**src/design/boot_inq_pkg.sv**
```systemverilog
// Package of constants for the blank-check and state-inquiry responder.
// Assumes byte-wide command and response streams on a single clock.
package boot_inq_pkg;

    // Command bytes received from the host tool
    localparam logic [7:0] CMD_BLANK_USER  = 8'h4d;
    localparam logic [7:0] CMD_STATE_INQ   = 8'h4f;

    // Response header bytes, and the value of an erased flash byte
    localparam logic [7:0] RSP_ACK         = 8'h06;
    localparam logic [7:0] RSP_BLANK_ERR   = 8'hcd;
    localparam logic [7:0] RSP_STATE       = 8'h5f;
    localparam logic [7:0] RSP_STATE_SIZE  = 8'h02;
    localparam logic [7:0] ERASED_BYTE     = 8'hff;

    // Error-status byte values in the state reply
    localparam logic [7:0] ERR_STATUS_OK   = 8'h00;
    localparam logic [7:0] ERR_STATUS_BAD  = 8'h01;

    // State codes
    localparam logic [7:0] ST_DEV_SEL      = 8'h11;
    localparam logic [7:0] ST_CLK_SEL      = 8'h12;
    localparam logic [7:0] ST_RATE_SEL     = 8'h13;
    localparam logic [7:0] ST_PE_TRANS     = 8'h1f;
    localparam logic [7:0] ST_PROG_ERASE   = 8'h31;
    localparam logic [7:0] ST_PE_SEL       = 8'h3f;
    localparam logic [7:0] ST_PROG_DATA    = 8'h4f;
    localparam logic [7:0] ST_ERASE_BLK    = 8'h5f;

    // Boot phase indices driven by the rest of the responder
    localparam logic [2:0] PH_DEV_SEL      = 3'h0;
    localparam logic [2:0] PH_CLK_SEL      = 3'h1;
    localparam logic [2:0] PH_RATE_SEL     = 3'h2;
    localparam logic [2:0] PH_PE_TRANS     = 3'h3;
    localparam logic [2:0] PH_PROG_ERASE   = 3'h4;
    localparam logic [2:0] PH_PE_SEL       = 3'h5;
    localparam logic [2:0] PH_PROG_DATA    = 3'h6;
    localparam logic [2:0] PH_ERASE_BLK    = 3'h7;

    // Error codes
    localparam logic [7:0] EC_NONE         = 8'h00;
    localparam logic [7:0] EC_SUM          = 8'h11;
    localparam logic [7:0] EC_PROG_SIZE    = 8'h12;
    localparam logic [7:0] EC_DEV_CODE     = 8'h21;
    localparam logic [7:0] EC_CLK_MODE     = 8'h22;
    localparam logic [7:0] EC_BIT_RATE     = 8'h24;
    localparam logic [7:0] EC_IN_FREQ      = 8'h25;
    localparam logic [7:0] EC_MULT_RATIO   = 8'h26;
    localparam logic [7:0] EC_OP_FREQ      = 8'h27;
    localparam logic [7:0] EC_BLOCK_NUM    = 8'h29;
    localparam logic [7:0] EC_ADDRESS      = 8'h2a;
    localparam logic [7:0] EC_DATA_LEN     = 8'h2b;
    localparam logic [7:0] EC_ERASE        = 8'h51;
    localparam logic [7:0] EC_ERASE_INCOMP = 8'h52;
    localparam logic [7:0] EC_PROGRAM      = 8'h53;
    localparam logic [7:0] EC_SEL_PROC     = 8'h54;
    localparam logic [7:0] EC_UNKNOWN_CMD  = 8'h80;
    localparam logic [7:0] EC_RATE_CONFIRM = 8'hff;

    // Default flash array geometry
    localparam int         ARRAY_BYTES_DEF = 262144;
    localparam int         ADDR_W_DEF      = 18;

    // Longest response frame in bytes
    localparam int         FRAME_MAX       = 5;

endpackage : boot_inq_pkg

```
**src/design/scan_if.sv**
```systemverilog
// Interface between the command responder and the flash blank scanner.
// Assumes both ends share one clock; all signals are synchronous.
`timescale 1ns/10ps
interface scan_if #(
    parameter int ADDR_W = 18
);
    logic              start;
    logic              done;
    logic              blank;
    logic [ADDR_W-1:0] addr;
    logic              rd;

    modport ctrl (output start, input done, input blank, input addr, input rd);
    modport scan (input start, output done, output blank, output addr, output rd);
endinterface : scan_if

```
**src/design/boot_inq_resp.sv**
```systemverilog
// Responder for the user-array blank check and the boot state inquiry.
// Assumes byte strobes from a serial receiver and a transmitter with ready.
`timescale 1ns/10ps
module boot_inq_resp #(
    parameter int ADDR_W      = boot_inq_pkg::ADDR_W_DEF,
    parameter int ARRAY_BYTES = boot_inq_pkg::ARRAY_BYTES_DEF
) (
    input  wire logic              MCLK,
    input  wire logic              RST_B,
    input  wire logic              CE,
    input  wire logic              RX_VALID,
    input  wire logic [7:0]        RX_DATA,
    input  wire logic              TX_READY,
    output logic                   TX_VALID,
    output logic [7:0]             TX_DATA,
    output logic                   CMD_PASS,
    output logic [7:0]             CMD_PASS_DATA,
    output logic                   BUSY,
    input  wire logic [2:0]        BOOT_PHASE,
    input  wire logic              ERR_EVENT,
    input  wire logic [7:0]        ERR_CODE_IN,
    input  wire logic              ERR_CLEAR,
    output logic                   ERR_FLAG,
    output logic [7:0]             LAST_ERR,
    output logic [ADDR_W-1:0]      FLASH_ADDR,
    output logic                   FLASH_RD,
    input  wire logic [7:0]        FLASH_RDATA,
    input  wire logic              FLASH_RVALID
);
    typedef enum logic [1:0] {M_IDLE, M_SCAN, M_SEND} main_state_e;

    typedef struct packed {
        main_state_e                st;
        logic [4:0][7:0]            frm;
        logic [2:0]                 len;
        logic [2:0]                 idx;
        logic                       tx_valid;
        logic [7:0]                 tx_data;
        logic                       pass;
        logic [7:0]                 pass_data;
        logic                       start;
        logic                       err_flag;
        logic [7:0]                 last_err;
        logic                       busy;
    } main_s;

    main_s r_q;
    main_s r_d;

    scan_if #(.ADDR_W(ADDR_W)) sif ();

    // Refuse geometry the scanner cannot address
    if (ADDR_W < 1 || ADDR_W > 32)
    begin : g_chk
        $error("boot_inq_resp: ADDR_W out of range");
    end

    blank_scan #(
        .ADDR_W      (ADDR_W),
        .ARRAY_BYTES (ARRAY_BYTES)
    ) u_scan (
        .clk    (MCLK),
        .rst_b  (RST_B),
        .ce     (CE),
        .rdata  (FLASH_RDATA),
        .rvalid (FLASH_RVALID),
        .sif    (sif)
    );

    // Map the current boot phase onto its reported state code
    function automatic logic [7:0] state_code(input logic [2:0] ph);
        logic [7:0] c;
        c = boot_inq_pkg::ST_DEV_SEL;
        case (ph)
            boot_inq_pkg::PH_DEV_SEL:    c = boot_inq_pkg::ST_DEV_SEL;
            boot_inq_pkg::PH_CLK_SEL:    c = boot_inq_pkg::ST_CLK_SEL;
            boot_inq_pkg::PH_RATE_SEL:   c = boot_inq_pkg::ST_RATE_SEL;
            boot_inq_pkg::PH_PE_TRANS:   c = boot_inq_pkg::ST_PE_TRANS;
            boot_inq_pkg::PH_PROG_ERASE: c = boot_inq_pkg::ST_PROG_ERASE;
            boot_inq_pkg::PH_PE_SEL:     c = boot_inq_pkg::ST_PE_SEL;
            boot_inq_pkg::PH_PROG_DATA:  c = boot_inq_pkg::ST_PROG_DATA;
            boot_inq_pkg::PH_ERASE_BLK:  c = boot_inq_pkg::ST_ERASE_BLK;
            default:                     c = boot_inq_pkg::ST_DEV_SEL;
        endcase
        return c;
    endfunction : state_code

    // Known error codes; anything else is logged as an unknown command
    function automatic logic [7:0] legal_err(input logic [7:0] e);
        logic [7:0] c;
        c = boot_inq_pkg::EC_UNKNOWN_CMD;
        case (e)
            boot_inq_pkg::EC_NONE,
            boot_inq_pkg::EC_SUM,
            boot_inq_pkg::EC_PROG_SIZE,
            boot_inq_pkg::EC_BLOCK_NUM,
            boot_inq_pkg::EC_ADDRESS,
            boot_inq_pkg::EC_DATA_LEN,
            boot_inq_pkg::EC_ERASE,
            boot_inq_pkg::EC_ERASE_INCOMP,
            boot_inq_pkg::EC_PROGRAM,
            boot_inq_pkg::EC_SEL_PROC,
            boot_inq_pkg::EC_RATE_CONFIRM:  c = e;
            boot_inq_pkg::EC_DEV_CODE,
            boot_inq_pkg::EC_CLK_MODE,
            boot_inq_pkg::EC_BIT_RATE,
            boot_inq_pkg::EC_IN_FREQ,
            boot_inq_pkg::EC_MULT_RATIO,
            boot_inq_pkg::EC_OP_FREQ:       c = e;
            default:                        c = boot_inq_pkg::EC_UNKNOWN_CMD;
        endcase
        return c;
    endfunction : legal_err

    // Command decode, frame building and byte-by-byte transmission
    always_comb
    begin
        logic [7:0] st_code;
        logic [7:0] err_byte;
        logic       set_err;
        logic [7:0] set_code;
        st_code  = state_code(BOOT_PHASE);
        err_byte = r_q.err_flag ? boot_inq_pkg::ERR_STATUS_BAD
                                : boot_inq_pkg::ERR_STATUS_OK;
        set_err  = 1'b0;
        set_code = boot_inq_pkg::EC_NONE;
        r_d       = r_q;
        r_d.pass  = 1'b0;
        r_d.start = 1'b0;

        case (r_q.st)
            M_IDLE:
            begin
                if (RX_VALID)
                begin
                    if (RX_DATA == boot_inq_pkg::CMD_BLANK_USER)
                    begin
                        r_d.start = 1'b1;
                        r_d.st    = M_SCAN;
                    end
                    else if (RX_DATA == boot_inq_pkg::CMD_STATE_INQ)
                    begin
                        // Phase only names selection or program/erase states
                        r_d.frm[0] = boot_inq_pkg::RSP_STATE;
                        r_d.frm[1] = boot_inq_pkg::RSP_STATE_SIZE;
                        r_d.frm[2] = st_code;
                        r_d.frm[3] = err_byte;
                        r_d.frm[4] = 8'(8'h00 - boot_inq_pkg::RSP_STATE
                                     - boot_inq_pkg::RSP_STATE_SIZE
                                     - st_code - err_byte);
                        r_d.len    = 3'(boot_inq_pkg::FRAME_MAX);
                        r_d.idx    = 3'h0;
                        r_d.st     = M_SEND;
                    end
                    else
                    begin
                        // Other boot commands belong to the earlier stages
                        r_d.pass      = 1'b1;
                        r_d.pass_data = RX_DATA;
                    end
                end
            end
            M_SCAN:
            begin
                if (sif.done)
                begin
                    r_d.idx = 3'h0;
                    r_d.st  = M_SEND;
                    if (sif.blank)
                    begin
                        r_d.frm[0] = boot_inq_pkg::RSP_ACK;
                        r_d.len    = 3'h1;
                    end
                    else
                    begin
                        r_d.frm[0] = boot_inq_pkg::RSP_BLANK_ERR;
                        r_d.frm[1] = boot_inq_pkg::EC_ERASE_INCOMP;
                        r_d.len    = 3'h2;
                        set_err    = 1'b1;
                        set_code   = boot_inq_pkg::EC_ERASE_INCOMP;
                    end
                end
            end
            M_SEND:
            begin
                // One byte in flight; the next waits for the transmitter
                if (!r_q.tx_valid)
                begin
                    r_d.tx_valid = 1'b1;
                    r_d.tx_data  = r_q.frm[r_q.idx];
                end
                else if (TX_READY)
                begin
                    r_d.tx_valid = 1'b0;
                    if (r_q.idx == r_q.len - 3'h1)
                    begin
                        r_d.st = M_IDLE;
                    end
                    else
                    begin
                        r_d.idx = r_q.idx + 3'h1;
                    end
                end
            end
            default:
            begin
                r_d.st = M_IDLE;
            end
        endcase

        // External errors; a set in the same cycle as a clear wins
        if (ERR_EVENT && !set_err)
        begin
            set_code = legal_err(ERR_CODE_IN);
            set_err  = (set_code != boot_inq_pkg::EC_NONE);
        end
        if (set_err)
        begin
            r_d.err_flag = 1'b1;
            r_d.last_err = set_code;
        end
        else if (ERR_CLEAR)
        begin
            r_d.err_flag = 1'b0;
            r_d.last_err = boot_inq_pkg::EC_NONE;
        end

        r_d.busy = (r_d.st != M_IDLE);
    end

    // State register; CE low freezes everything
    always_ff @(posedge MCLK)
    begin
        if (!RST_B)
        begin
            r_q <= '{st: M_IDLE, frm: '0, len: 3'h0, idx: 3'h0, tx_valid: 1'b0,
                     tx_data: 8'h00, pass: 1'b0, pass_data: 8'h00, start: 1'b0,
                     err_flag: 1'b0, last_err: 8'h00, busy: 1'b0};
        end
        else if (CE)
        begin
            r_q <= r_d;
        end
    end

    assign sif.start     = r_q.start;
    assign TX_VALID      = r_q.tx_valid;
    assign TX_DATA       = r_q.tx_data;
    assign CMD_PASS      = r_q.pass;
    assign CMD_PASS_DATA = r_q.pass_data;
    assign BUSY          = r_q.busy;
    assign ERR_FLAG      = r_q.err_flag;
    assign LAST_ERR      = r_q.last_err;
    assign FLASH_ADDR    = sif.addr;
    assign FLASH_RD      = sif.rd;

endmodule : boot_inq_resp

```
**src/design/blank_scan.sv**
```systemverilog
// Walks the user flash array byte by byte and reports whether all are erased.
// Assumes the flash answers each read pulse with rvalid some cycles later.
`timescale 1ns/10ps
module blank_scan #(
    parameter int ADDR_W      = boot_inq_pkg::ADDR_W_DEF,
    parameter int ARRAY_BYTES = boot_inq_pkg::ARRAY_BYTES_DEF
) (
    input  wire logic             clk,
    input  wire logic             rst_b,
    input  wire logic             ce,
    input  wire logic [7:0]       rdata,
    input  wire logic             rvalid,
    scan_if.scan                  sif
);
    typedef enum logic [1:0] {S_IDLE, S_ISSUE, S_WAIT} scan_state_e;

    typedef struct packed {
        scan_state_e       st;
        logic [ADDR_W-1:0] addr;
        logic              rd;
        logic              done;
        logic              blank;
    } scan_s;

    localparam logic [ADDR_W-1:0] LAST_ADDR = ADDR_W'(ARRAY_BYTES - 1);

    scan_s s_q;
    scan_s s_d;

    // Refuse an array the address width cannot cover
    if (ARRAY_BYTES < 1 || ARRAY_BYTES > (2 ** ADDR_W))
    begin : g_chk
        $error("blank_scan: ARRAY_BYTES does not fit ADDR_W");
    end

    // Stops at the first byte that is not erased; saves time on a dirty array
    always_comb
    begin
        s_d      = s_q;
        s_d.rd   = 1'b0;
        s_d.done = 1'b0;
        case (s_q.st)
            S_IDLE:
            begin
                if (sif.start)
                begin
                    s_d.addr = '0;
                    s_d.st   = S_ISSUE;
                end
            end
            S_ISSUE:
            begin
                s_d.rd = 1'b1;
                s_d.st = S_WAIT;
            end
            S_WAIT:
            begin
                if (rvalid)
                begin
                    if (rdata != boot_inq_pkg::ERASED_BYTE)
                    begin
                        s_d.blank = 1'b0;
                        s_d.done  = 1'b1;
                        s_d.st    = S_IDLE;
                    end
                    else if (s_q.addr == LAST_ADDR)
                    begin
                        s_d.blank = 1'b1;
                        s_d.done  = 1'b1;
                        s_d.st    = S_IDLE;
                    end
                    else
                    begin
                        s_d.addr = s_q.addr + ADDR_W'(1);
                        s_d.st   = S_ISSUE;
                    end
                end
            end
            default:
            begin
                s_d.st = S_IDLE;
            end
        endcase
    end

    // State register with clock enable and synchronous reset
    always_ff @(posedge clk)
    begin
        if (!rst_b)
        begin
            s_q <= '{st: S_IDLE, addr: '0, rd: 1'b0, done: 1'b0, blank: 1'b0};
        end
        else if (ce)
        begin
            s_q <= s_d;
        end
    end

    assign sif.addr  = s_q.addr;
    assign sif.rd    = s_q.rd;
    assign sif.done  = s_q.done;
    assign sif.blank = s_q.blank;

endmodule : blank_scan

```
**config.mk**
```make
export PLATFORM = sky130hd
export DESIGN_NAME = boot_inq_resp
export DESIGN_NICKNAME = d
export VERILOG_FILES = /design/src/design/boot_inq_pkg.sv /design/src/design/scan_if.sv /design/src/design/boot_inq_resp.sv /design/src/design/blank_scan.sv
export SDC_FILE = /design/constraint.sdc
export NUM_CORES = 1
export LEC_CHECK = 0
export BUFFER_PORTS_ARGS = -buffer_cell sky130_fd_sc_hd__buf_4
export CORE_MARGIN = 1.5
export CORE_UTILIZATION = 55
export CTS_BUF_LIST = sky130_fd_sc_hd__clkbuf_4 sky130_fd_sc_hd__clkbuf_8 sky130_fd_sc_hd__clkbuf_16
export CTS_CLUSTER_DIAMETER = 120
export DETAILED_ROUTE_END_ITERATION = 10
export PLACE_DENSITY = 0.79
export RECOVER_POWER = 100
export SYNTH_ARGS = -nofsm -noshare
export SYNTH_HDL_FRONTEND = slang
export SYNTH_SLANG_ARGS = --single-unit
```
**constraint.sdc**
```tcl
create_clock -name MCLK -period 2.7 [get_ports MCLK]
set_clock_uncertainty 0.2 [all_clocks]
set_input_delay 0.135 -clock MCLK [delete_from_list [all_inputs] [get_ports MCLK]]
set_output_delay 0.135 -clock MCLK [all_outputs]
set_load 0.02 [all_outputs]
```
==> impl_metrics.env <==
export IMPL_post_cts_setup_buffers=0
export IMPL_cp_end_kind="register"
export IMPL_seq_area_sq_mm=0.00158
export IMPL_coreArea_sq_mm=0.00785
export IMPL_p_leak_uw=0.00188
export IMPL_period_needed_ns=2.59
export IMPL_instances_no_fill=715
export IMPL_cts_sinks=79
export IMPL_drt_wl_total_um=10900
export IMPL_outcome="completed"
export IMPL_clk_latency_ns=0.36
export IMPL_via_count=4091
export IMPL_antenna_found_initial=0
export IMPL_finalCritPeriodShare=0.959
export IMPL_min_path_type="input port to register"
export IMPL_p_per_area_mw_per_mm2=453
export IMPL_vdd_ir_drop_max_mv=0.313
export IMPL_fmax_mhz=386
export IMPL_yosysWarnings=0
export IMPL_cts_tree="yes"
export IMPL_gp_congestion=0.891
export IMPL_grt_pass1_wl_um=18000
export IMPL_drive_above_1_share=0.116
export IMPL_grt_usage=0.258
export IMPL_clk_pin_slew_ns=0.08
export IMPL_async_flop_share=0
export IMPL_synth_area_sq_mm=0.00452
export IMPL_firstDrtPassIters=5
export IMPL_crit_fanout=6
export IMPL_clk_root_buffer_cell="clkbuf_8"
export IMPL_drt_initial_drc_count=172
export IMPL_ys_ff_latch=79
export IMPL_arrival_ns=2.68
export IMPL_clockBufferDepth=2
export IMPL_ys_types=65
export IMPL_fin_tns_setup_ns=0
export IMPL_synth_nets=592
export IMPL_drc=0
export IMPL_drv_cap=0
export IMPL_die_y_um=93.7
export IMPL_via_per_inst=5.72
export IMPL_multi_input_area_sq_mm=0.00239
export IMPL_synth_largest_area_cell="dfxtp_1"
export IMPL_synthTopCellsByArea="dfxtp_1 (35%), buf_4 (7.0%), mux2i_1 (6.2%)"
export IMPL_yosysSeqAreaShare=0.350
export IMPL_crit_chain="dlygate4sd3_1 > clkbuf_1 > nor2_1 > a211oi_1 > a211oi_1 > nand4_1 > a21oi_1 > dlygate4sd3_1"
export IMPL_avgRoutedWirePerCell_um=15.2
export IMPL_worst_pin_slew_ns=0.906
export IMPL_cpPeakStageDelay_ns=0.59
export IMPL_syn_to_final_growth_pct=13.6
export IMPL_slew_viol_final=0
export IMPL_syn_area_per_cell_sq_um=8.30
export IMPL_power_frac_seq=0.508
export IMPL_endpoint="LAST_ERR[1]"
export IMPL_synth_top_cell_area_share=0.350
export IMPL_n_antenna_cell=0
export IMPL_synth_ff_type="dfxtp_1"
export IMPL_design_final_nets=655
export IMPL_ant_nets=0
export IMPL_cts_buffers_inserted=9
export IMPL_comb_power_share=0.104
export IMPL_grt_start_max_net_pins=31
export IMPL_cp_required_ns=2.79
export IMPL_slew_headroom=0.395
export IMPL_reg2reg_depth=7
export IMPL_synth_edf_count=0
export IMPL_startpoint="ERR_CODE_IN[1]"
export IMPL_port_buffers=81
export IMPL_min_from="ERR_CODE_IN[6]"
export IMPL_io_pins=82
export IMPL_htree_levels=3
export IMPL_final_util=0.655
export IMPL_crit_slowest_cell="dlygate4sd3_1"
export IMPL_reg2reg_to="LAST_ERR[1]"
export IMPL_start_kind="input port"
export IMPL_r2r_setup_slack_ns=0.36
export IMPL_dieArea_sq_mm=0.00878
export IMPL_rows=32
export IMPL_grt_overflow_total=0
export IMPL_n_fill_cell=720
export IMPL_p_clk_frac=0.389
export IMPL_crit_family="buffers and inverters"
export IMPL_netlist_instances=545
export IMPL_internal_power_uw=1740
export IMPL_power_switching_uw=593
export IMPL_rsz0062_at_grt="false"
export IMPL_crit_cells=8
export IMPL_setup_viol=0
export IMPL_dp_cells=673
export IMPL_initial_core_util=0.577
export IMPL_grt_pass1_vias=3914
export IMPL_crit_buf_inv=3
export IMPL_dieWidth_um=93.7
export IMPL_dp_hpwl_um=7580
export IMPL_path_class="input port to register"
export IMPL_hold_violations=0
export IMPL_swShare=0.254
export IMPL_yosys_top_cells_count="dfxtp_1 (79), nand2_1 (67), nor2_1 (61)"
export IMPL_r2r_start="r_q[76]"
export IMPL_yosysMostFrequentCell="dfxtp_1"
## layer usage
metal / vias to the layer above / global-route usage / part of all wire
met1: 1915 / 0.320 / 0.44
met4: 0 / 0.112 / 0.017
li1: 2017 / - / -
met3: 17 / 0.0429 / 0.056
met2: 142 / 0.438 / 0.48
met5: - / 0 / 0
## cell usage in the layout, fill, tap and decap left out, types with 4 or more instances in the layout
cell	count
a211oi_1	16
a21oi_1	38
a22oi_1	4
a31oi_1	5
a32o_1	4
and3_1	5
buf_4	38
clkbuf_1	49
clkbuf_8	10
dfxtp_1	79
dlygate4sd3_1	26
ha_1	10
inv_1	23
mux2i_1	28
nand2_1	67
nand2b_1	6
nand3_1	19
nand4_1	10
nor2_1	60
nor2b_1	4
nor3_1	7
o21ai_0	10
o22ai_1	6
or3_1	12
xnor2_1	6
## worst min-delay path by stage
stage,cells past startpoint,end,slack (ns)
floorplan,1,r_q[51],0.04
global placement,2,r_q[51],0.18
detailed placement,3,CMD_PASS_DATA[4],0.20
CTS,5,LAST_ERR[6],0.04
global route,5,LAST_ERR[6],0.08
finish,5,LAST_ERR[6],0.05
## per-stage QoR
step | setup slack (ns) | total power [uW] | instance area [sq um] | hold slack [ns]
after floorplan | 0.500 | 1350 | 4520 | 0.0437
after global placement | 0.481 | 1430 | 4910 | 0.179
after detailed placement | 0.364 | 1430 | 4910 | 0.199
after CTS | 0.172 | 2350 | 5380 | 0.0374
after global routing | 0.00987 | 2420 | 5140 | 0.0803
final | 0.110 | 2330 | 5140 | 0.0478
## area by class of cell
class / instances / area share
multi-input cells: 378 / 0.464
well taps: 102 / 0.0248
clock inverters: 6 / 0.0134
flip-flops and latches: 79 / 0.308
inverters: 23 / 0.0168
repair buffers: 117 / 0.146
clock buffers: 10 / 0.0268
## kinds of logic after synthesis
kind of cell	after synthesis	share of synthesized area
xor gates and xnor gates	10	0.0224
adders and majority gates	12	0.0365
AOI/OAI and AO/OA	116	0.185
and+or+nand+nor	211	0.230
buffers and inverters	88	0.112
muxes	29	0.0644
DFF	79	0.350
## sequential cells by signal, indices dropped and copies added (netlist names), 2 cells and up
signal	count
CMD_PASS_DATA	8
r_q	27
u_scan.sif.addr	18
TX_DATA	8
LAST_ERR	8
u_scan.s_q	2
## power by group through the flow
stage	Clock [uW]	Sequential, uW	Combinational, uW
after global placement	0	1210	215
after global routing	973	1180	265
after CTS	918	1180	252
final	906	1180	242
after detailed placement	0	1210	223
after floorplan	0	1210	135
## worst reg2reg max path, cell delays in order, from the launching register on
cell and delay, ns:
dfxtp_1 0.35, inv_1 0.11, ha_1 0.28, nand3b_1 0.25, nor2_1 0.24, o22ai_1 0.10, a21oi_1 0.16, dlygate4sd3_1 0.59
## timing repair
action,CTS,global route
endpoints found under the setup margin,0,1
resized for setup,0,1
hold buffers,26,0
hold endpoints to repair,32,0
Power figures use the tool's default switching activity.
